===== src/hw/mbrh_params.svh =====
// Constants of the serial read handler: codes, address ranges, timing.
// Assumes a single 25 MHz system clock; included by package and modules.
`ifndef MBRH_PARAMS_SVH
`define MBRH_PARAMS_SVH

// Clock and bit rates
`define MBRH_CLK_HZ       25000000
`define MBRH_OVS          16
`define MBRH_BAUD_0       4800
`define MBRH_BAUD_1       9600
`define MBRH_BAUD_2       19200
`define MBRH_BAUD_3       38400
`define MBRH_BAUD_4       57600
`define MBRH_BAUD_5       115200
`define MBRH_DIV(b)       ((`MBRH_CLK_HZ) / ((b) * `MBRH_OVS))

// Frame silence: half characters and character lengths in bits
`define MBRH_SIL_HALFCH   7
`define MBRH_CHAR_SHORT   10
`define MBRH_CHAR_LONG    11
`define MBRH_SIL_BITS(nb) ((`MBRH_SIL_HALFCH * (nb) + 1) / 2)

// Function codes
`define MBRH_FC_RD_BIT_A  8'h01
`define MBRH_FC_RD_BIT_B  8'h02
`define MBRH_FC_RD_REG_A  8'h03
`define MBRH_FC_RD_REG_B  8'h04
`define MBRH_FC_WR_BIT    8'h05
`define MBRH_FC_WR_REG16  8'h06
`define MBRH_FC_WR_REG32  8'h10

// Bit address map
`define MBRH_DO_LO        16'h000C
`define MBRH_DO_HI        16'h0011
`define MBRH_OF_LO        16'h008D
`define MBRH_OF_HI        16'h00AE
`define MBRH_OF_OFF       16'h00A6
`define MBRH_OF_ON        16'h00A7

// Quantity limits, parameter address scale, frame lengths
`define MBRH_MAX_BITS     16'h07D0
`define MBRH_MAX_REGS     16'h007D
`define MBRH_PAR_SCALE    16'h0064
`define MBRH_QRY_LEN      4'h8
`define MBRH_WR32_MIN     4'h9

// Check sequence
`define MBRH_CRC_INIT     16'hFFFF
`define MBRH_CRC_POLY     16'hA001

`endif


===== src/hw/mbrh_pkg.sv =====
// Types and the shared check-sequence step of the serial read handler.
// Assumes mbrh_params.svh is on the include path.
`include "mbrh_params.svh"
package mbrh_pkg;
	typedef logic [7:0] mbrh_byte_t;

	typedef enum logic [3:0] {
		MBRH_ST_IDLE  = 4'h0,
		MBRH_ST_CHECK = 4'h1,
		MBRH_ST_HDR   = 4'h2,
		MBRH_ST_PREP  = 4'h3,
		MBRH_ST_LATCH = 4'h4,
		MBRH_ST_DATA  = 4'h5,
		MBRH_ST_CRCL  = 4'h6,
		MBRH_ST_CRCH  = 4'h7,
		MBRH_ST_DONE  = 4'h8
	} mbrh_state_t;

	// One byte into the reflected check sequence
	function automatic logic [15:0] mbrh_crc_upd(input logic [15:0] c, input logic [7:0] d);
		logic [15:0] r;
		r = c ^ {8'h00, d};
		for (int i = 0; i < 8; i++) begin
			r = r[0] ? ((r >> 1) ^ `MBRH_CRC_POLY) : (r >> 1);
		end
		return r;
	endfunction
endpackage


===== src/hw/mbrh_ser_if.sv =====
// Byte link between the character engine and the frame core.
// Assumes both ends run on the same clock.
`timescale 1ns/10ps
interface mbrh_ser_if;
	logic       rx_valid;
	logic [7:0] rx_data;
	logic       rx_err;
	logic       rx_busy;
	logic       bit_tick;
	logic       tx_valid;
	logic [7:0] tx_data;
	logic       tx_ready;
	logic       txd;

	modport uart (output rx_valid, rx_data, rx_err, rx_busy, bit_tick, tx_ready, txd,
		input tx_valid, tx_data);
	modport core (input rx_valid, rx_data, rx_err, rx_busy, bit_tick, tx_ready, txd,
		output tx_valid, tx_data);
endinterface


===== src/hw/mbrh_uart.sv =====
// Character engine: rate divider, receiver and transmitter.
// Assumes i_rxd is synchronous to i_mclk and idles high.
`timescale 1ns/10ps
`include "mbrh_params.svh"
module mbrh_uart (
	input  wire logic       i_mclk,
	input  wire logic       i_rst_n,
	input  wire logic       i_rxd,
	input  wire logic [2:0] i_baud_sel,
	input  wire logic [1:0] i_fmt_sel,
	mbrh_ser_if.uart        ser
);
	import mbrh_pkg::*;

	// Oversample divider per rate code
	function automatic logic [11:0] div_of(input logic [2:0] s);
		case (s)
			3'h0: div_of = 12'(`MBRH_DIV(`MBRH_BAUD_0));
			3'h2: div_of = 12'(`MBRH_DIV(`MBRH_BAUD_2));
			3'h3: div_of = 12'(`MBRH_DIV(`MBRH_BAUD_3));
			3'h4: div_of = 12'(`MBRH_DIV(`MBRH_BAUD_4));
			3'h5: div_of = 12'(`MBRH_DIV(`MBRH_BAUD_5));
			default: div_of = 12'(`MBRH_DIV(`MBRH_BAUD_1));
		endcase
	endfunction

	logic [11:0] div_r;
	logic [3:0]  sub_r;
	logic        bit_tick_r;
	logic        rx_act_r;
	logic [3:0]  rx_sub_r;
	logic [3:0]  rx_idx_r;
	logic [10:0] rx_sh_r;
	logic        rx_valid_r;
	logic [10:0] tx_sh_r;
	logic [3:0]  tx_left_r;
	logic        txd_r;

	// Rate and format decode
	wire        ovs_tick = (div_r == div_of(i_baud_sel) - 12'h001);
	wire        par_en   = i_fmt_sel[1];
	wire [3:0]  rx_last  = par_en ? 4'hA : 4'h9;
	wire        rx_stop  = par_en ? rx_sh_r[10] : rx_sh_r[9];
	wire [7:0]  tx_d     = ser.tx_data;
	wire        tx_par   = (^tx_d) ^ i_fmt_sel[0];
	wire        tx_load  = ser.tx_valid && (tx_left_r == 4'h0);

	assign ser.rx_valid = rx_valid_r;
	assign ser.rx_data  = rx_sh_r[8:1];
	assign ser.rx_err   = !rx_stop || (par_en && ((^rx_sh_r[9:1]) != i_fmt_sel[0]));
	assign ser.rx_busy  = rx_act_r;
	assign ser.bit_tick = bit_tick_r;
	assign ser.tx_ready = (tx_left_r == 4'h0);
	assign ser.txd      = txd_r;

	// Oversample and bit ticks
	always_ff @(posedge i_mclk or negedge i_rst_n) begin
		if (!i_rst_n) begin
			div_r      <= 12'h000;
			sub_r      <= 4'h0;
			bit_tick_r <= 1'b0;
		end else begin
			div_r      <= ovs_tick ? 12'h000 : div_r + 12'h001;
			sub_r      <= ovs_tick ? sub_r + 4'h1 : sub_r;
			bit_tick_r <= ovs_tick && (sub_r == 4'hF);
		end
	end

	// Receiver, sampling each bit at mid-cell
	always_ff @(posedge i_mclk or negedge i_rst_n) begin
		if (!i_rst_n) begin
			rx_act_r   <= 1'b0;
			rx_sub_r   <= 4'h0;
			rx_idx_r   <= 4'h0;
			rx_sh_r    <= 11'h7FF;
			rx_valid_r <= 1'b0;
		end else begin
			rx_valid_r <= 1'b0;
			if (ovs_tick && !rx_act_r && !i_rxd) begin
				rx_act_r <= 1'b1;
				rx_sub_r <= 4'h0;
				rx_idx_r <= 4'h0;
			end else if (ovs_tick && rx_act_r) begin
				rx_sub_r <= rx_sub_r + 4'h1;
				if (rx_sub_r == 4'h7 && rx_idx_r == 4'h0 && i_rxd) begin
					rx_act_r <= 1'b0; // False start
				end else if (rx_sub_r == 4'h7) begin
					rx_sh_r[rx_idx_r] <= i_rxd;
					rx_idx_r          <= rx_idx_r + 4'h1;
					rx_act_r          <= (rx_idx_r != rx_last);
					rx_valid_r        <= (rx_idx_r == rx_last);
				end
			end
		end
	end

	// Transmitter, one bit per bit tick, LSB first
	always_ff @(posedge i_mclk or negedge i_rst_n) begin
		if (!i_rst_n) begin
			tx_sh_r   <= 11'h7FF;
			tx_left_r <= 4'h0;
			txd_r     <= 1'b1;
		end else if (tx_load) begin
			tx_sh_r   <= par_en ? {1'b1, tx_par, tx_d, 1'b0} : {2'b11, tx_d, 1'b0};
			tx_left_r <= (i_fmt_sel == 2'h1) ? 4'hA : 4'hB;
		end else if (bit_tick_r && tx_left_r != 4'h0) begin
			txd_r     <= tx_sh_r[0];
			tx_sh_r   <= {1'b1, tx_sh_r[10:1]};
			tx_left_r <= tx_left_r - 4'h1;
		end
	end
endmodule


===== src/hw/mbrh_read_handler.sv =====
// Slave frame handler for bit and register reads on a serial drive port.
// Assumes synchronous pins and a parameter store answering in one cycle.
`timescale 1ns/10ps
`include "mbrh_params.svh"
module mbrh_read_handler (
	input  wire logic               i_mclk,
	input  wire logic               i_rst_n,
	input  wire logic               i_rxd,
	input  wire logic [2:0]         i_baud_sel,
	input  wire logic [1:0]         i_fmt_sel,
	input  wire logic               i_word_order,
	input  wire mbrh_pkg::mbrh_byte_t i_slave_addr,
	input  wire logic [5:0]         i_dig_out,
	input  wire logic [33:0]        i_out_func,
	input  wire logic [31:0]        i_par_val,
	input  wire logic               i_par_wide,
	input  wire logic               i_par_slot,
	output logic                    o_txd,
	output logic                    o_tx_en,
	output logic [9:0]              o_par_group,
	output logic [6:0]              o_par_index,
	output logic                    o_frame_ok,
	output logic                    o_frame_drop
);
	import mbrh_pkg::*;

	// One readable bit by address, fixed off and on slots ahead of the function range
	function automatic logic bit_at(input logic [15:0] x, input logic [5:0] d,
		input logic [33:0] f);
		logic r;
		r = 1'b0;
		if (x >= `MBRH_DO_LO && x <= `MBRH_DO_HI)
			r = d[3'(x - `MBRH_DO_LO)];
		else if (x == `MBRH_OF_OFF)
			r = 1'b0;
		else if (x == `MBRH_OF_ON)
			r = 1'b1;
		else if (x >= `MBRH_OF_LO && x <= `MBRH_OF_HI)
			r = f[6'(x - `MBRH_OF_LO)];
		return r;
	endfunction

	// Eight bits upward from a start address, zero past the count
	function automatic logic [7:0] pack_bits(input logic [15:0] a, input logic [15:0] left,
		input logic [5:0] d, input logic [33:0] f);
		logic [7:0] b;
		b = 8'h00;
		for (int i = 0; i < 8; i++) begin
			if (16'(i) < left)
				b[i] = bit_at(a + 16'(i), d, f);
		end
		return b;
	endfunction

	mbrh_ser_if ser ();

	mbrh_uart u_uart (
		.i_mclk     (i_mclk),
		.i_rst_n    (i_rst_n),
		.i_rxd      (i_rxd),
		.i_baud_sel (i_baud_sel),
		.i_fmt_sel  (i_fmt_sel),
		.ser        (ser.uart)
	);

	mbrh_state_t st_r;
	mbrh_state_t st_nxt;
	mbrh_byte_t  rx_buf [0:7];
	logic [3:0]  rx_cnt_r;
	logic [15:0] rx_crc_r;
	logic        rx_err_r;
	logic [5:0]  sil_r;
	logic        good_r;
	logic [3:0]  len_r;
	logic [2:0]  hdr_i_r;
	logic [7:0]  data_left_r;
	logic [15:0] bit_addr_r;
	logic [15:0] bits_left_r;
	logic [15:0] reg_addr_r;
	logic [15:0] word_r;
	logic        lo_r;
	logic [15:0] tx_crc_r;
	logic        tx_valid_r;
	mbrh_byte_t  tx_data_r;
	mbrh_byte_t  cur_byte;

	// Frame boundary from line silence
	wire [5:0] sil_lim   = (i_fmt_sel == 2'h1) ? 6'(`MBRH_SIL_BITS(`MBRH_CHAR_SHORT)) :
		6'(`MBRH_SIL_BITS(`MBRH_CHAR_LONG));
	wire       frame_end = (st_r == MBRH_ST_IDLE) && (rx_cnt_r != 4'h0) &&
		(sil_r >= sil_lim);

	// Query field decode
	wire [7:0]  fc_w     = rx_buf[1];
	wire [15:0] start_w  = {rx_buf[2], rx_buf[3]};
	wire [15:0] qty_w    = {rx_buf[4], rx_buf[5]};
	wire        is_bit   = (fc_w == `MBRH_FC_RD_BIT_A) || (fc_w == `MBRH_FC_RD_BIT_B);
	wire        is_reg   = (fc_w == `MBRH_FC_RD_REG_A) || (fc_w == `MBRH_FC_RD_REG_B);
	wire        is_w32   = (fc_w == `MBRH_FC_WR_REG32);
	wire        is_wr    = (fc_w == `MBRH_FC_WR_BIT) || (fc_w == `MBRH_FC_WR_REG16) ||
		is_w32;
	wire        len_ok   = is_w32 ? (len_r >= `MBRH_WR32_MIN) : (len_r == `MBRH_QRY_LEN);
	wire        qty_ok   = is_wr ||
		(is_bit && qty_w != 16'h0000 && qty_w <= `MBRH_MAX_BITS) ||
		(is_reg && qty_w != 16'h0000 && qty_w <= `MBRH_MAX_REGS);
	wire        addr_ok  = (rx_buf[0] == i_slave_addr) && (i_slave_addr != 8'h00);
	wire        accept   = good_r && addr_ok && (is_bit || is_reg || is_wr) &&
		len_ok && qty_ok;
	wire [7:0]  bytecnt  = is_bit ? 8'((qty_w + 16'h0007) >> 3) : 8'(qty_w << 1);
	wire [2:0]  hdr_last = is_wr ? 3'h5 : 3'h2;

	// Reply byte selection
	wire [7:0]  hdr_byte  = (!is_wr && hdr_i_r == 3'h2) ? bytecnt : rx_buf[hdr_i_r];
	wire [7:0]  bit_byte  = pack_bits(bit_addr_r, bits_left_r, i_dig_out, i_out_func);
	wire [7:0]  reg_byte  = lo_r ? word_r[7:0] : word_r[15:8];
	wire [15:0] word_sel  = !i_par_wide ? i_par_val[15:0] :
		((i_par_slot ^ i_word_order) ? i_par_val[15:0] : i_par_val[31:16]);
	wire        send_ok   = ser.tx_ready && !tx_valid_r;

	always_comb begin
		case (st_r)
			MBRH_ST_HDR:  cur_byte = hdr_byte;
			MBRH_ST_DATA: cur_byte = is_bit ? bit_byte : reg_byte;
			MBRH_ST_CRCL: cur_byte = tx_crc_r[7:0];
			MBRH_ST_CRCH: cur_byte = tx_crc_r[15:8];
			default:      cur_byte = 8'h00;
		endcase
	end

	assign ser.tx_valid = tx_valid_r;
	assign ser.tx_data  = tx_data_r;
	assign o_txd        = ser.txd;

	// Reply sequencer
	always_comb begin
		st_nxt = st_r;
		case (st_r)
			MBRH_ST_IDLE:  if (frame_end) st_nxt = MBRH_ST_CHECK;
			MBRH_ST_CHECK: st_nxt = accept ? MBRH_ST_HDR : MBRH_ST_IDLE;
			MBRH_ST_HDR: begin
				if (send_ok && hdr_i_r == hdr_last)
					st_nxt = is_wr ? MBRH_ST_CRCL : (is_reg ? MBRH_ST_PREP : MBRH_ST_DATA);
			end
			MBRH_ST_PREP:  st_nxt = MBRH_ST_LATCH;
			MBRH_ST_LATCH: st_nxt = MBRH_ST_DATA;
			MBRH_ST_DATA: begin
				if (send_ok && data_left_r == 8'h01)
					st_nxt = MBRH_ST_CRCL;
				else if (send_ok && is_reg && lo_r)
					st_nxt = MBRH_ST_PREP;
			end
			MBRH_ST_CRCL:  if (send_ok) st_nxt = MBRH_ST_CRCH;
			MBRH_ST_CRCH:  if (send_ok) st_nxt = MBRH_ST_DONE;
			MBRH_ST_DONE:  if (send_ok && ser.bit_tick) st_nxt = MBRH_ST_IDLE;
			default:       st_nxt = MBRH_ST_IDLE;
		endcase
	end

	// Receive side: byte store, check sequence, silence count
	always_ff @(posedge i_mclk or negedge i_rst_n) begin
		if (!i_rst_n) begin
			rx_cnt_r <= 4'h0;
			rx_crc_r <= `MBRH_CRC_INIT;
			rx_err_r <= 1'b0;
			sil_r    <= 6'h00;
			good_r   <= 1'b0;
			len_r    <= 4'h0;
			for (int i = 0; i < 8; i++) rx_buf[i] <= 8'h00;
		end else begin
			sil_r <= (ser.rx_busy || ser.rx_valid) ? 6'h00 :
				((ser.bit_tick && sil_r != 6'h3F) ? sil_r + 6'h01 : sil_r);
			if (frame_end) begin
				good_r   <= (rx_crc_r == 16'h0000) && !rx_err_r;
				len_r    <= rx_cnt_r;
				rx_cnt_r <= 4'h0;
				rx_crc_r <= `MBRH_CRC_INIT;
				rx_err_r <= 1'b0;
			end else if (st_r == MBRH_ST_IDLE && ser.rx_valid) begin
				if (!rx_cnt_r[3]) rx_buf[rx_cnt_r[2:0]] <= ser.rx_data;
				rx_cnt_r <= (rx_cnt_r == 4'hF) ? rx_cnt_r : rx_cnt_r + 4'h1;
				rx_crc_r <= mbrh_crc_upd(rx_crc_r, ser.rx_data);
				rx_err_r <= rx_err_r || ser.rx_err;
			end
		end
	end

	// Transmit side: counters, check sequence, byte hand-off
	always_ff @(posedge i_mclk or negedge i_rst_n) begin
		if (!i_rst_n) begin
			st_r        <= MBRH_ST_IDLE;
			hdr_i_r     <= 3'h0;
			data_left_r <= 8'h00;
			bit_addr_r  <= 16'h0000;
			bits_left_r <= 16'h0000;
			reg_addr_r  <= 16'h0000;
			word_r      <= 16'h0000;
			lo_r        <= 1'b0;
			tx_crc_r    <= `MBRH_CRC_INIT;
			tx_valid_r  <= 1'b0;
			tx_data_r   <= 8'h00;
		end else begin
			st_r       <= st_nxt;
			tx_valid_r <= 1'b0;
			if (st_r == MBRH_ST_CHECK) begin
				hdr_i_r     <= 3'h0;
				data_left_r <= bytecnt;
				bit_addr_r  <= start_w;
				bits_left_r <= qty_w;
				reg_addr_r  <= start_w;
				lo_r        <= 1'b0;
				tx_crc_r    <= `MBRH_CRC_INIT;
			end
			if (st_r == MBRH_ST_LATCH) word_r <= word_sel;
			if (send_ok && st_r >= MBRH_ST_HDR && st_r <= MBRH_ST_CRCH &&
				st_r != MBRH_ST_PREP && st_r != MBRH_ST_LATCH) begin
				tx_valid_r <= 1'b1;
				tx_data_r  <= cur_byte;
			end
			if (send_ok && (st_r == MBRH_ST_HDR || st_r == MBRH_ST_DATA))
				tx_crc_r <= mbrh_crc_upd(tx_crc_r, cur_byte);
			if (send_ok && st_r == MBRH_ST_HDR) hdr_i_r <= hdr_i_r + 3'h1;
			if (send_ok && st_r == MBRH_ST_DATA) begin
				data_left_r <= data_left_r - 8'h01;
				bit_addr_r  <= bit_addr_r + 16'h0008;
				bits_left_r <= bits_left_r - 16'h0008;
				lo_r        <= !lo_r;
				if (lo_r) reg_addr_r <= reg_addr_r + 16'h0001;
			end
		end
	end

	// Registered outputs: parameter index, line driver enable, frame status
	always_ff @(posedge i_mclk or negedge i_rst_n) begin
		if (!i_rst_n) begin
			o_par_group  <= 10'h000;
			o_par_index  <= 7'h00;
			o_tx_en      <= 1'b0;
			o_frame_ok   <= 1'b0;
			o_frame_drop <= 1'b0;
		end else begin
			o_par_group  <= 10'(reg_addr_r / `MBRH_PAR_SCALE);
			o_par_index  <= 7'(reg_addr_r % `MBRH_PAR_SCALE);
			o_tx_en      <= (st_nxt != MBRH_ST_IDLE) && (st_nxt != MBRH_ST_CHECK);
			o_frame_ok   <= (st_r == MBRH_ST_CHECK) && accept;
			o_frame_drop <= (st_r == MBRH_ST_CHECK) && !accept;
		end
	end
endmodule


===== config.mk =====
export PLATFORM = sky130hd
export DESIGN_NAME = mbrh_read_handler
export DESIGN_NICKNAME = d
export VERILOG_FILES = /design/src/hw/mbrh_pkg.sv /design/src/hw/mbrh_ser_if.sv /design/src/hw/mbrh_uart.sv /design/src/hw/mbrh_read_handler.sv
export VERILOG_INCLUDE_DIRS = /design/src /design/src/hw
export SDC_FILE = /design/constraint.sdc
export NUM_CORES = 1
export LEC_CHECK = 0
export BUFFER_PORTS_ARGS = -buffer_cell sky130_fd_sc_hd__buf_2
export CAP_MARGIN = 20
export CORE_UTILIZATION = 55
export DETAILED_ROUTE_END_ITERATION = 16
export PLACE_DENSITY = 0.71
export SLEW_MARGIN = 20
export SYNTH_ARGS = -nofsm -noshare
export SYNTH_HDL_FRONTEND = slang
export SYNTH_HIERARCHICAL = 1
export SYNTH_SLANG_ARGS = --single-unit

===== constraint.sdc =====
create_clock -name i_mclk -period 6.65 [get_ports i_mclk]
set_clock_uncertainty 0.15 [all_clocks]
set_input_delay 1.33 -clock i_mclk [delete_from_list [all_inputs] [get_ports i_mclk]]
set_output_delay 1.33 -clock i_mclk [all_outputs]
set_load 0.02 [all_outputs]

==> results of run 1 <==
-- power breakdown --
part / switching (mW) / leakage [nW] / internal, mW
combinational: 0.215 / 6.04 / 0.185
clock: 0.776 / 0.563 / 1.11
sequential: 0.0800 / 3.37 / 1.75
-- path summary, 6_finish.rpt --
kind                                    from                 end  slack, ps  cells after the start
setup reg to reg              reg_addr_r[12]      o_par_index[4]        220                     24
min in group asynchronous            i_rst_n      bits_left_r[9]        620                      1
hold reg to reg            u_uart/tx_sh_r[0]      u_uart/ser.txd        310                      2
max in group asynchronous            i_rst_n  u_uart/rx_sub_r[2]       4460                      2
hold / removal             u_uart/tx_sh_r[0]      u_uart/ser.txd        310                      2
setup / recovery              reg_addr_r[12]      o_par_index[4]        220                     24
-- sequential cells by signal, indices dropped and copies added (netlist names), 12 cells and up --
signal        count
rx_buf           40
bit_addr_r       16
bits_left_r      16
qty_w            16
reg_addr_r       16
rx_crc_r         16
tx_crc_r         16
word_r           16
u_uart/div_r     12
-- cells by family after synthesis --
family | after synthesis | synth area share (%)
multiplexers | 216 | 13.5
AND/OR/NAND/NOR | 914 | 20.3
XOR/XNOR | 196 | 8.10
adder cells (fa/ha/maj) | 46 | 2.63
buffers and inverters | 243 | 4.64
AO/OA/AOI/OAI | 592 | 19.0
flip-flops | 273 | 31.8
-- cells in the mapped netlist, types with 11 or more instances --
cell type	count	area (um^2)
xnor2_1	131	1150
nor2b_1	27	169
ha_1	44	551
o211ai_1	42	315
buf_2	21	105
dfstp_2	53	1390
a21oi_1	138	691
mux4_2	52	1170
o21ai_0	121	606
dfrtp_1	220	5510
o31ai_1	11	82.6
clkbuf_1	137	514
xor2_1	61	534
buf_1	14	52.6
o22ai_1	23	144
a22oi_1	12	90.1
or3_1	19	119
nand2b_1	27	169
nand4_1	37	231
mux2i_1	68	681
nor4_1	37	231
a211oi_1	27	203
nand3_1	97	485
nand3b_1	11	82.6
mux2_2	95	1070
nand2_1	260	976
and3_1	22	138
o311ai_0	15	131
o21a_1	11	82.6
nor2_1	232	871
nor3_1	73	365
a311oi_1	11	96.3
inv_1	53	199
a31oi_1	27	169
-- critical path: stages (launching register included) --
cell	delay (ps)
dfrtp_2	510
or2_4	320
a21o_1	240
a311o_1	380
or3_4	400
and3_4	220
or4_1	420
and4_4	230
a211o_4	340
a211oi_4	350
o21ai_2	120
or3_4	420
a21o_4	280
clkinv_8	80
o221ai_2	140
or2_4	290
o22ai_2	130
buf_4	180
nand3_1	110
a31oi_2	250
o31ai_4	110
buf_4	150
a311oi_1	290
nor3_2	70
xor2_1	140
-- area by class of cell --
class | count | area, um^2 | share of cell area (%)
inverters | 59 | 234 | 0.969
clock buffers | 46 | 956 | 3.96
multi-input cells | 1964 | 14000 | 57.8
clock inverters | 16 | 190 | 0.787
well taps | 518 | 648 | 2.68
flip-flops and latches | 273 | 6910 | 28.6
diodes | 1 | 2.50 | 0.0104
repair buffers | 203 | 1270 | 5.26
-- per-layer routing --
layer  up-vias  wire length [um]  track usage, %
met5         -                 0               0
met4         0              1500            8.40
met3       119              4770            4.95
met2       816             29400            49.7
met1      9727             27200            42.8
li1       9242                 -               -
-- per-stage QoR --
step / setup slack, ps / utilization, %
floorplan: 762 / -
global placement: 129 / 58.7
detailed placement: 98.1 / 58.7
CTS: 22.0 / 61.7
global route: -6.78 / 62.4
finish: 216 / 62.4
-- what timing repair did --
action / 4_1_cts / 5_1_grt
gates resized for setup: 0 / 26
setup buffers: 0 / 17
hold buffers: 0 / 0
setup endpoints to repair: 0 / 6
==> flow_metrics.py, run 1 <==
metrics = {
    "status": {
        "status": "finished, final reports clean",
    },
    "hold_path": {
        "hp-class": "reg2reg",
    },
    "clock_network": {
        "clkSlewWorstSetupHoldPaths_ps": 50,
        "clock_latency_ps": 560,
        "cts-buffers-inserted": 34,
        "cts_tree": "yes",
        "cts.sinks": 273,
        "clockBufferDepth": 3,
        "h-tree-depth": 2,
        "cts_root_buffer": "clkbuf_16",
    },
    "global_routing": {
        "grt_max_degree": 143,
        "grt_use_total_pct": 30.7,
        "grt_pass1_vias": 18800,
        "grt_remaining_overflow": 0,
        "grt_pass1_wl_um": 101000,
        "antenna_found_initial": 1,
    },
    "sta": {
        "drv_slew": 0,
        "post-route-min-period_ps": 6430,
        "finalHoldViolations": 0,
        "slew_headroom_pct": 31.7,
        "finalCritPeriodShare_pct": 96.8,
        "tightest_slew_ps": 1020,
        "tns_ps": 0,
        "holdWs_ps": 308,
        "setup_viol": 0,
        "fmax_ghz": 0.155,
    },
    "synthesis": {
        "yosysWarnings": 6,
        "ys_ff_latch": 273,
        "synth_cells": 2480,
        "synth.avg_cell_area_um2": 8.75,
        "synth_edf_count": 0,
        "syn-num-nets": 2615,
        "synth_flop_cell": "dfrtp_1",
        "syn_area_um2": 21700,
        "ys_seq_area_share_pct": 31.8,
        "synthDistinctLibCells": 118,
        "async_flop_share_pct": 100,
    },
    "critical_path": {
        "crit_required_ps": 6920,
        "criticalPathCategory": "reg2reg",
        "cp_max_fo": 15,
        "endpoint_kind": "flop",
        "startpoint_type": "flop",
        "worstPathArrival_ps": 6700,
    },
    "floorplan": {
        "initial_utilization_pct": 56.0,
        "rows": 72,
        "die_w_um": 201,
        "num_io_pins": 112,
        "core_area_um2": 38700,
        "die_y_um": 201,
        "die_area_um2": 40300,
    },
    "placed_design": {
        "gp_congestion": 0.964,
        "place_area_um2": 22700,
        "place.port_buffers": 111,
        "dp_hpwl_um": 44600,
        "dp_cells": 2999,
    },
    "run": {
        "cap_violations": 0,
    },
    "route": {
        "firstDrtPassIters": 7,
        "vias": 19900,
        "drt-initial-drc-count": 2057,
        "vias_per_cell": 6.46,
        "routed_wl_um": 62900,
        "routedWlPerCell_um": 20.4,
        "antenna_left": 0,
        "drcViolationCount": 0,
    },
    "final_layout": {
        "final_area_um2": 24200,
        "nets": 2670,
        "layout_common_cells": "nand2_1 (260), nor2_1 (231), dfrtp_1 (214), a21oi_1 (137), xnor2_1 (131)",
        "drive_gt1_share_pct": 21.3,
        "final_common_cell": "nand2_1",
        "instances_no_fill": 3080,
        "syn_to_final_growth_pct": 11.3,
        "fillers": 3326,
    },
    "power_and_ir_drop": {
        "total_power_mw": 4.11,
        "peakVddDrop_mv": 0.193,
        "total_leakage_power_nw": 9.98,
        "powerDensity_nw_per_um2": 170,
    },
}
(Power assumes the default switching activity.)
==> inputs of run 2 (changes only) <==
--- a/config.mk
+++ b/config.mk
@@ -10,5 +10,7 @@
 export CAP_MARGIN = 20
-export CORE_UTILIZATION = 55
+export CELL_PAD_IN_SITES_DETAIL_PLACEMENT = 1
+export CELL_PAD_IN_SITES_GLOBAL_PLACEMENT = 1
+export CORE_UTILIZATION = 49
 export DETAILED_ROUTE_END_ITERATION = 16
-export PLACE_DENSITY = 0.71
+export PLACE_DENSITY = 0.8
 export SLEW_MARGIN = 20
==> constraint.sdc (replaced) <==
create_clock -name i_mclk -period 6.65 [get_ports i_mclk]
set_clock_uncertainty 0.15 [all_clocks]
set_input_delay 0.9975 -clock i_mclk [delete_from_list [all_inputs] [get_ports i_mclk]]
set_output_delay 0.9975 -clock i_mclk [all_outputs]
set_load 0.02 [all_outputs]
==> flow_metrics.py, run 2 (synthesis results as in run 1) <==
metrics = {
    "route": {
        "drcViolationCount": 0,
        "firstDrtPassIters": 5,
        "routed_wl_um": 73800,
        "routedWlPerCell_um": 23.4,
        "vias": 20500,
        "vias_per_cell": 6.49,
        "drt-initial-drc-count": 1605,
        "antenna_left": 0,
    },
    "final_layout": {
        "fillers": 5139,
        "nets": 2674,
        "largest_register": "rx_buf",
        "final_util_pct": 56.0,
        "final_common_cell": "nand2_1",
        "syn_to_final_growth_pct": 11.9,
        "n_antenna_cell": 0,
        "largest_reg_flops": 40,
        "layout_common_cells": "nand2_1 (260), nor2_1 (230), dfrtp_1 (215), a21oi_1 (137), xnor2_1 (131)",
        "drive_gt1_share_pct": 21.3,
        "final_area_um2": 24300,
    },
    "power_and_ir_drop": {
        "p_comb_share_pct": 9.7,
        "peakVddDrop_mv": 0.193,
        "switching_share_pct": 26.6,
        "p_int_mw": 3.13,
        "total_power_mw": 4.27,
        "powerDensity_nw_per_um2": 176,
        "total_leakage_power_nw": 10.0,
        "pwr-share-seq_pct": 42.9,
        "switchingPower_mw": 1.14,
        "power_frac_clock_pct": 47.4,
    },
    "placed_design": {
        "place_area_um2": 22900,
        "place_ws_ps": -151,
        "place.port_buffers": 111,
        "dp_hpwl_um": 52800,
        "gp_congestion": 0.948,
    },
    "critical_path": {
        "crit_required_ps": 6930,
        "worstPathArrival_ps": 6730,
        "cp_max_fo": 9,
        "worst-r2r-cell-count": 22,
        "r2r_end": "o_par_index[2]",
        "rrSetupSlack_ps": 200,
        "endpoint_kind": "flop",
        "startpoint_type": "flop",
        "crit-reg2reg-launch": "reg_addr_r[11]",
        "criticalPathCategory": "reg2reg",
    },
    "floorplan": {
        "initial_utilization_pct": 50.0,
        "core_area_um2": 43400,
        "num_io_pins": 112,
        "die_y_um": 212,
        "die_w_um": 212,
        "die_area_um2": 45100,
        "rows": 76,
    },
    "sta": {
        "setup_viol": 0,
        "tns_ps": 0,
        "drv_slew": 0,
        "finalCritPeriodShare_pct": 97.1,
        "post-route-min-period_ps": 6450,
        "finalHoldViolations": 0,
        "slew_headroom_pct": 31.7,
        "fmax_ghz": 0.155,
        "tightest_slew_ps": 1020,
        "setup_slack_ps": 195,
    },
    "clock_network": {
        "cts-buffers-inserted": 36,
        "cts_root_buffer": "clkbuf_16",
        "clock_latency_ps": 570,
        "cts.sinks": 273,
        "hold_buffers": 0,
        "clockBufferDepth": 3,
        "h-tree-depth": 2,
        "clkSlewWorstSetupHoldPaths_ps": 70,
        "cts_tree": "yes",
    },
    "global_routing": {
        "antenna_found_initial": 0,
        "grt_remaining_overflow": 0,
        "grt_pass1_wl_um": 117000,
        "grt_use_total_pct": 32.8,
        "grt_pass1_vias": 21200,
        "grt_max_degree": 130,
    },
    "run": {
        "cap_violations": 0,
    },
    "hold_path": {
        "hp-class": "in2async",
    },
    "status": {
        "status": "finished, final reports clean",
    },
}
==> run 2: cell types whose count changed in the layout (fill, tap and decap cells not counted), sizes merged <==
cell	before	now
buf	203	204
diode	1	0
clkbuf	46	54
clkinv	15	12
==> run 2: area by class of cell <==
type | instances | area, um^2 | share of cell area [%]
Sequential cell | 273 | 6900 | 28.4
Clock inverter | 13 | 159 | 0.655
Clock buffer | 53 | 1060 | 4.35
Multi-Input combinational cell | 1964 | 13900 | 57.2
Timing Repair Buffer | 205 | 1290 | 5.33
Inverter | 59 | 234 | 0.964
Tap cell | 585 | 732 | 3.01
==> run 2: worst max path at each step <==
stage,start,endpoint,cells after the start
finish,reg_addr_r[11],o_par_index[2],22
CTS,reg_addr_r[15],o_par_index[2],22
global placement,reg_addr_r[15],o_par_index[4],23
detailed placement,reg_addr_r[15],o_par_index[2],22
global route,reg_addr_r[11],o_par_index[6],24
floorplan,reg_addr_r[11],o_par_index[2],24
==> run 2: repair_timing <==
action | CTS | global route
pin swaps | 0 | 5
endpoints found under the setup margin | 6 | 6
buffers inserted | 0 | 4
cloned | 0 | 0
hold endpoints to repair | 0 | 0
resized for setup | 1 | 18
==> run 2: per-stage QoR <==
| stage | cells | hold slack, ps |
|---|---|---|
| after floorplan | 2480 | 266 |
| after global placement | 3081 | 297 |
| after detailed placement | 3081 | 299 |
| after CTS | 3147 | 261 |
| after global routing | 3152 | 288 |
| final | 3152 | 260 |
==> run 2: layer usage <==
layer / part of all wire (%) / wire [um] / GRT usage [%]
met5: 0 / 0 / 0
met4: 3.8 / 2790 / 14.0
met3: 4.9 / 3620 / 3.66
met2: 48 / 35500 / 54.7
met1: 43 / 31900 / 43.0
==> run 2: power by group through the flow <==
stage	Clock (mW)	Sequential [mW]	Combinational, mW
finish	2.02	1.83	0.414
CTS	2.06	1.83	0.415
floorplan	0	1.83	0.279
detailed placement	0	1.86	0.411
global placement	0	1.85	0.391
global route	2.12	1.84	0.459
==> run 2: critical path: stages, from the launching register on <==
cell      delay, ps
dfrtp_1         470
or2_4           300
a21o_1          220
a311o_1         390
or3_4           400
and3_4          220
or4_1           430
and4_4          230
a211o_4         340
a211oi_4        320
o21ai_2         120
or3_4           410
a21o_4          280
clkinv_8         80
nand2_1         120
a211oi_1        330
o21ba_2         210
o31ai_1         110
o211a_2         300
o31ai_4         320
a21oi_1         150
or2_1           280
xnor2_1         130
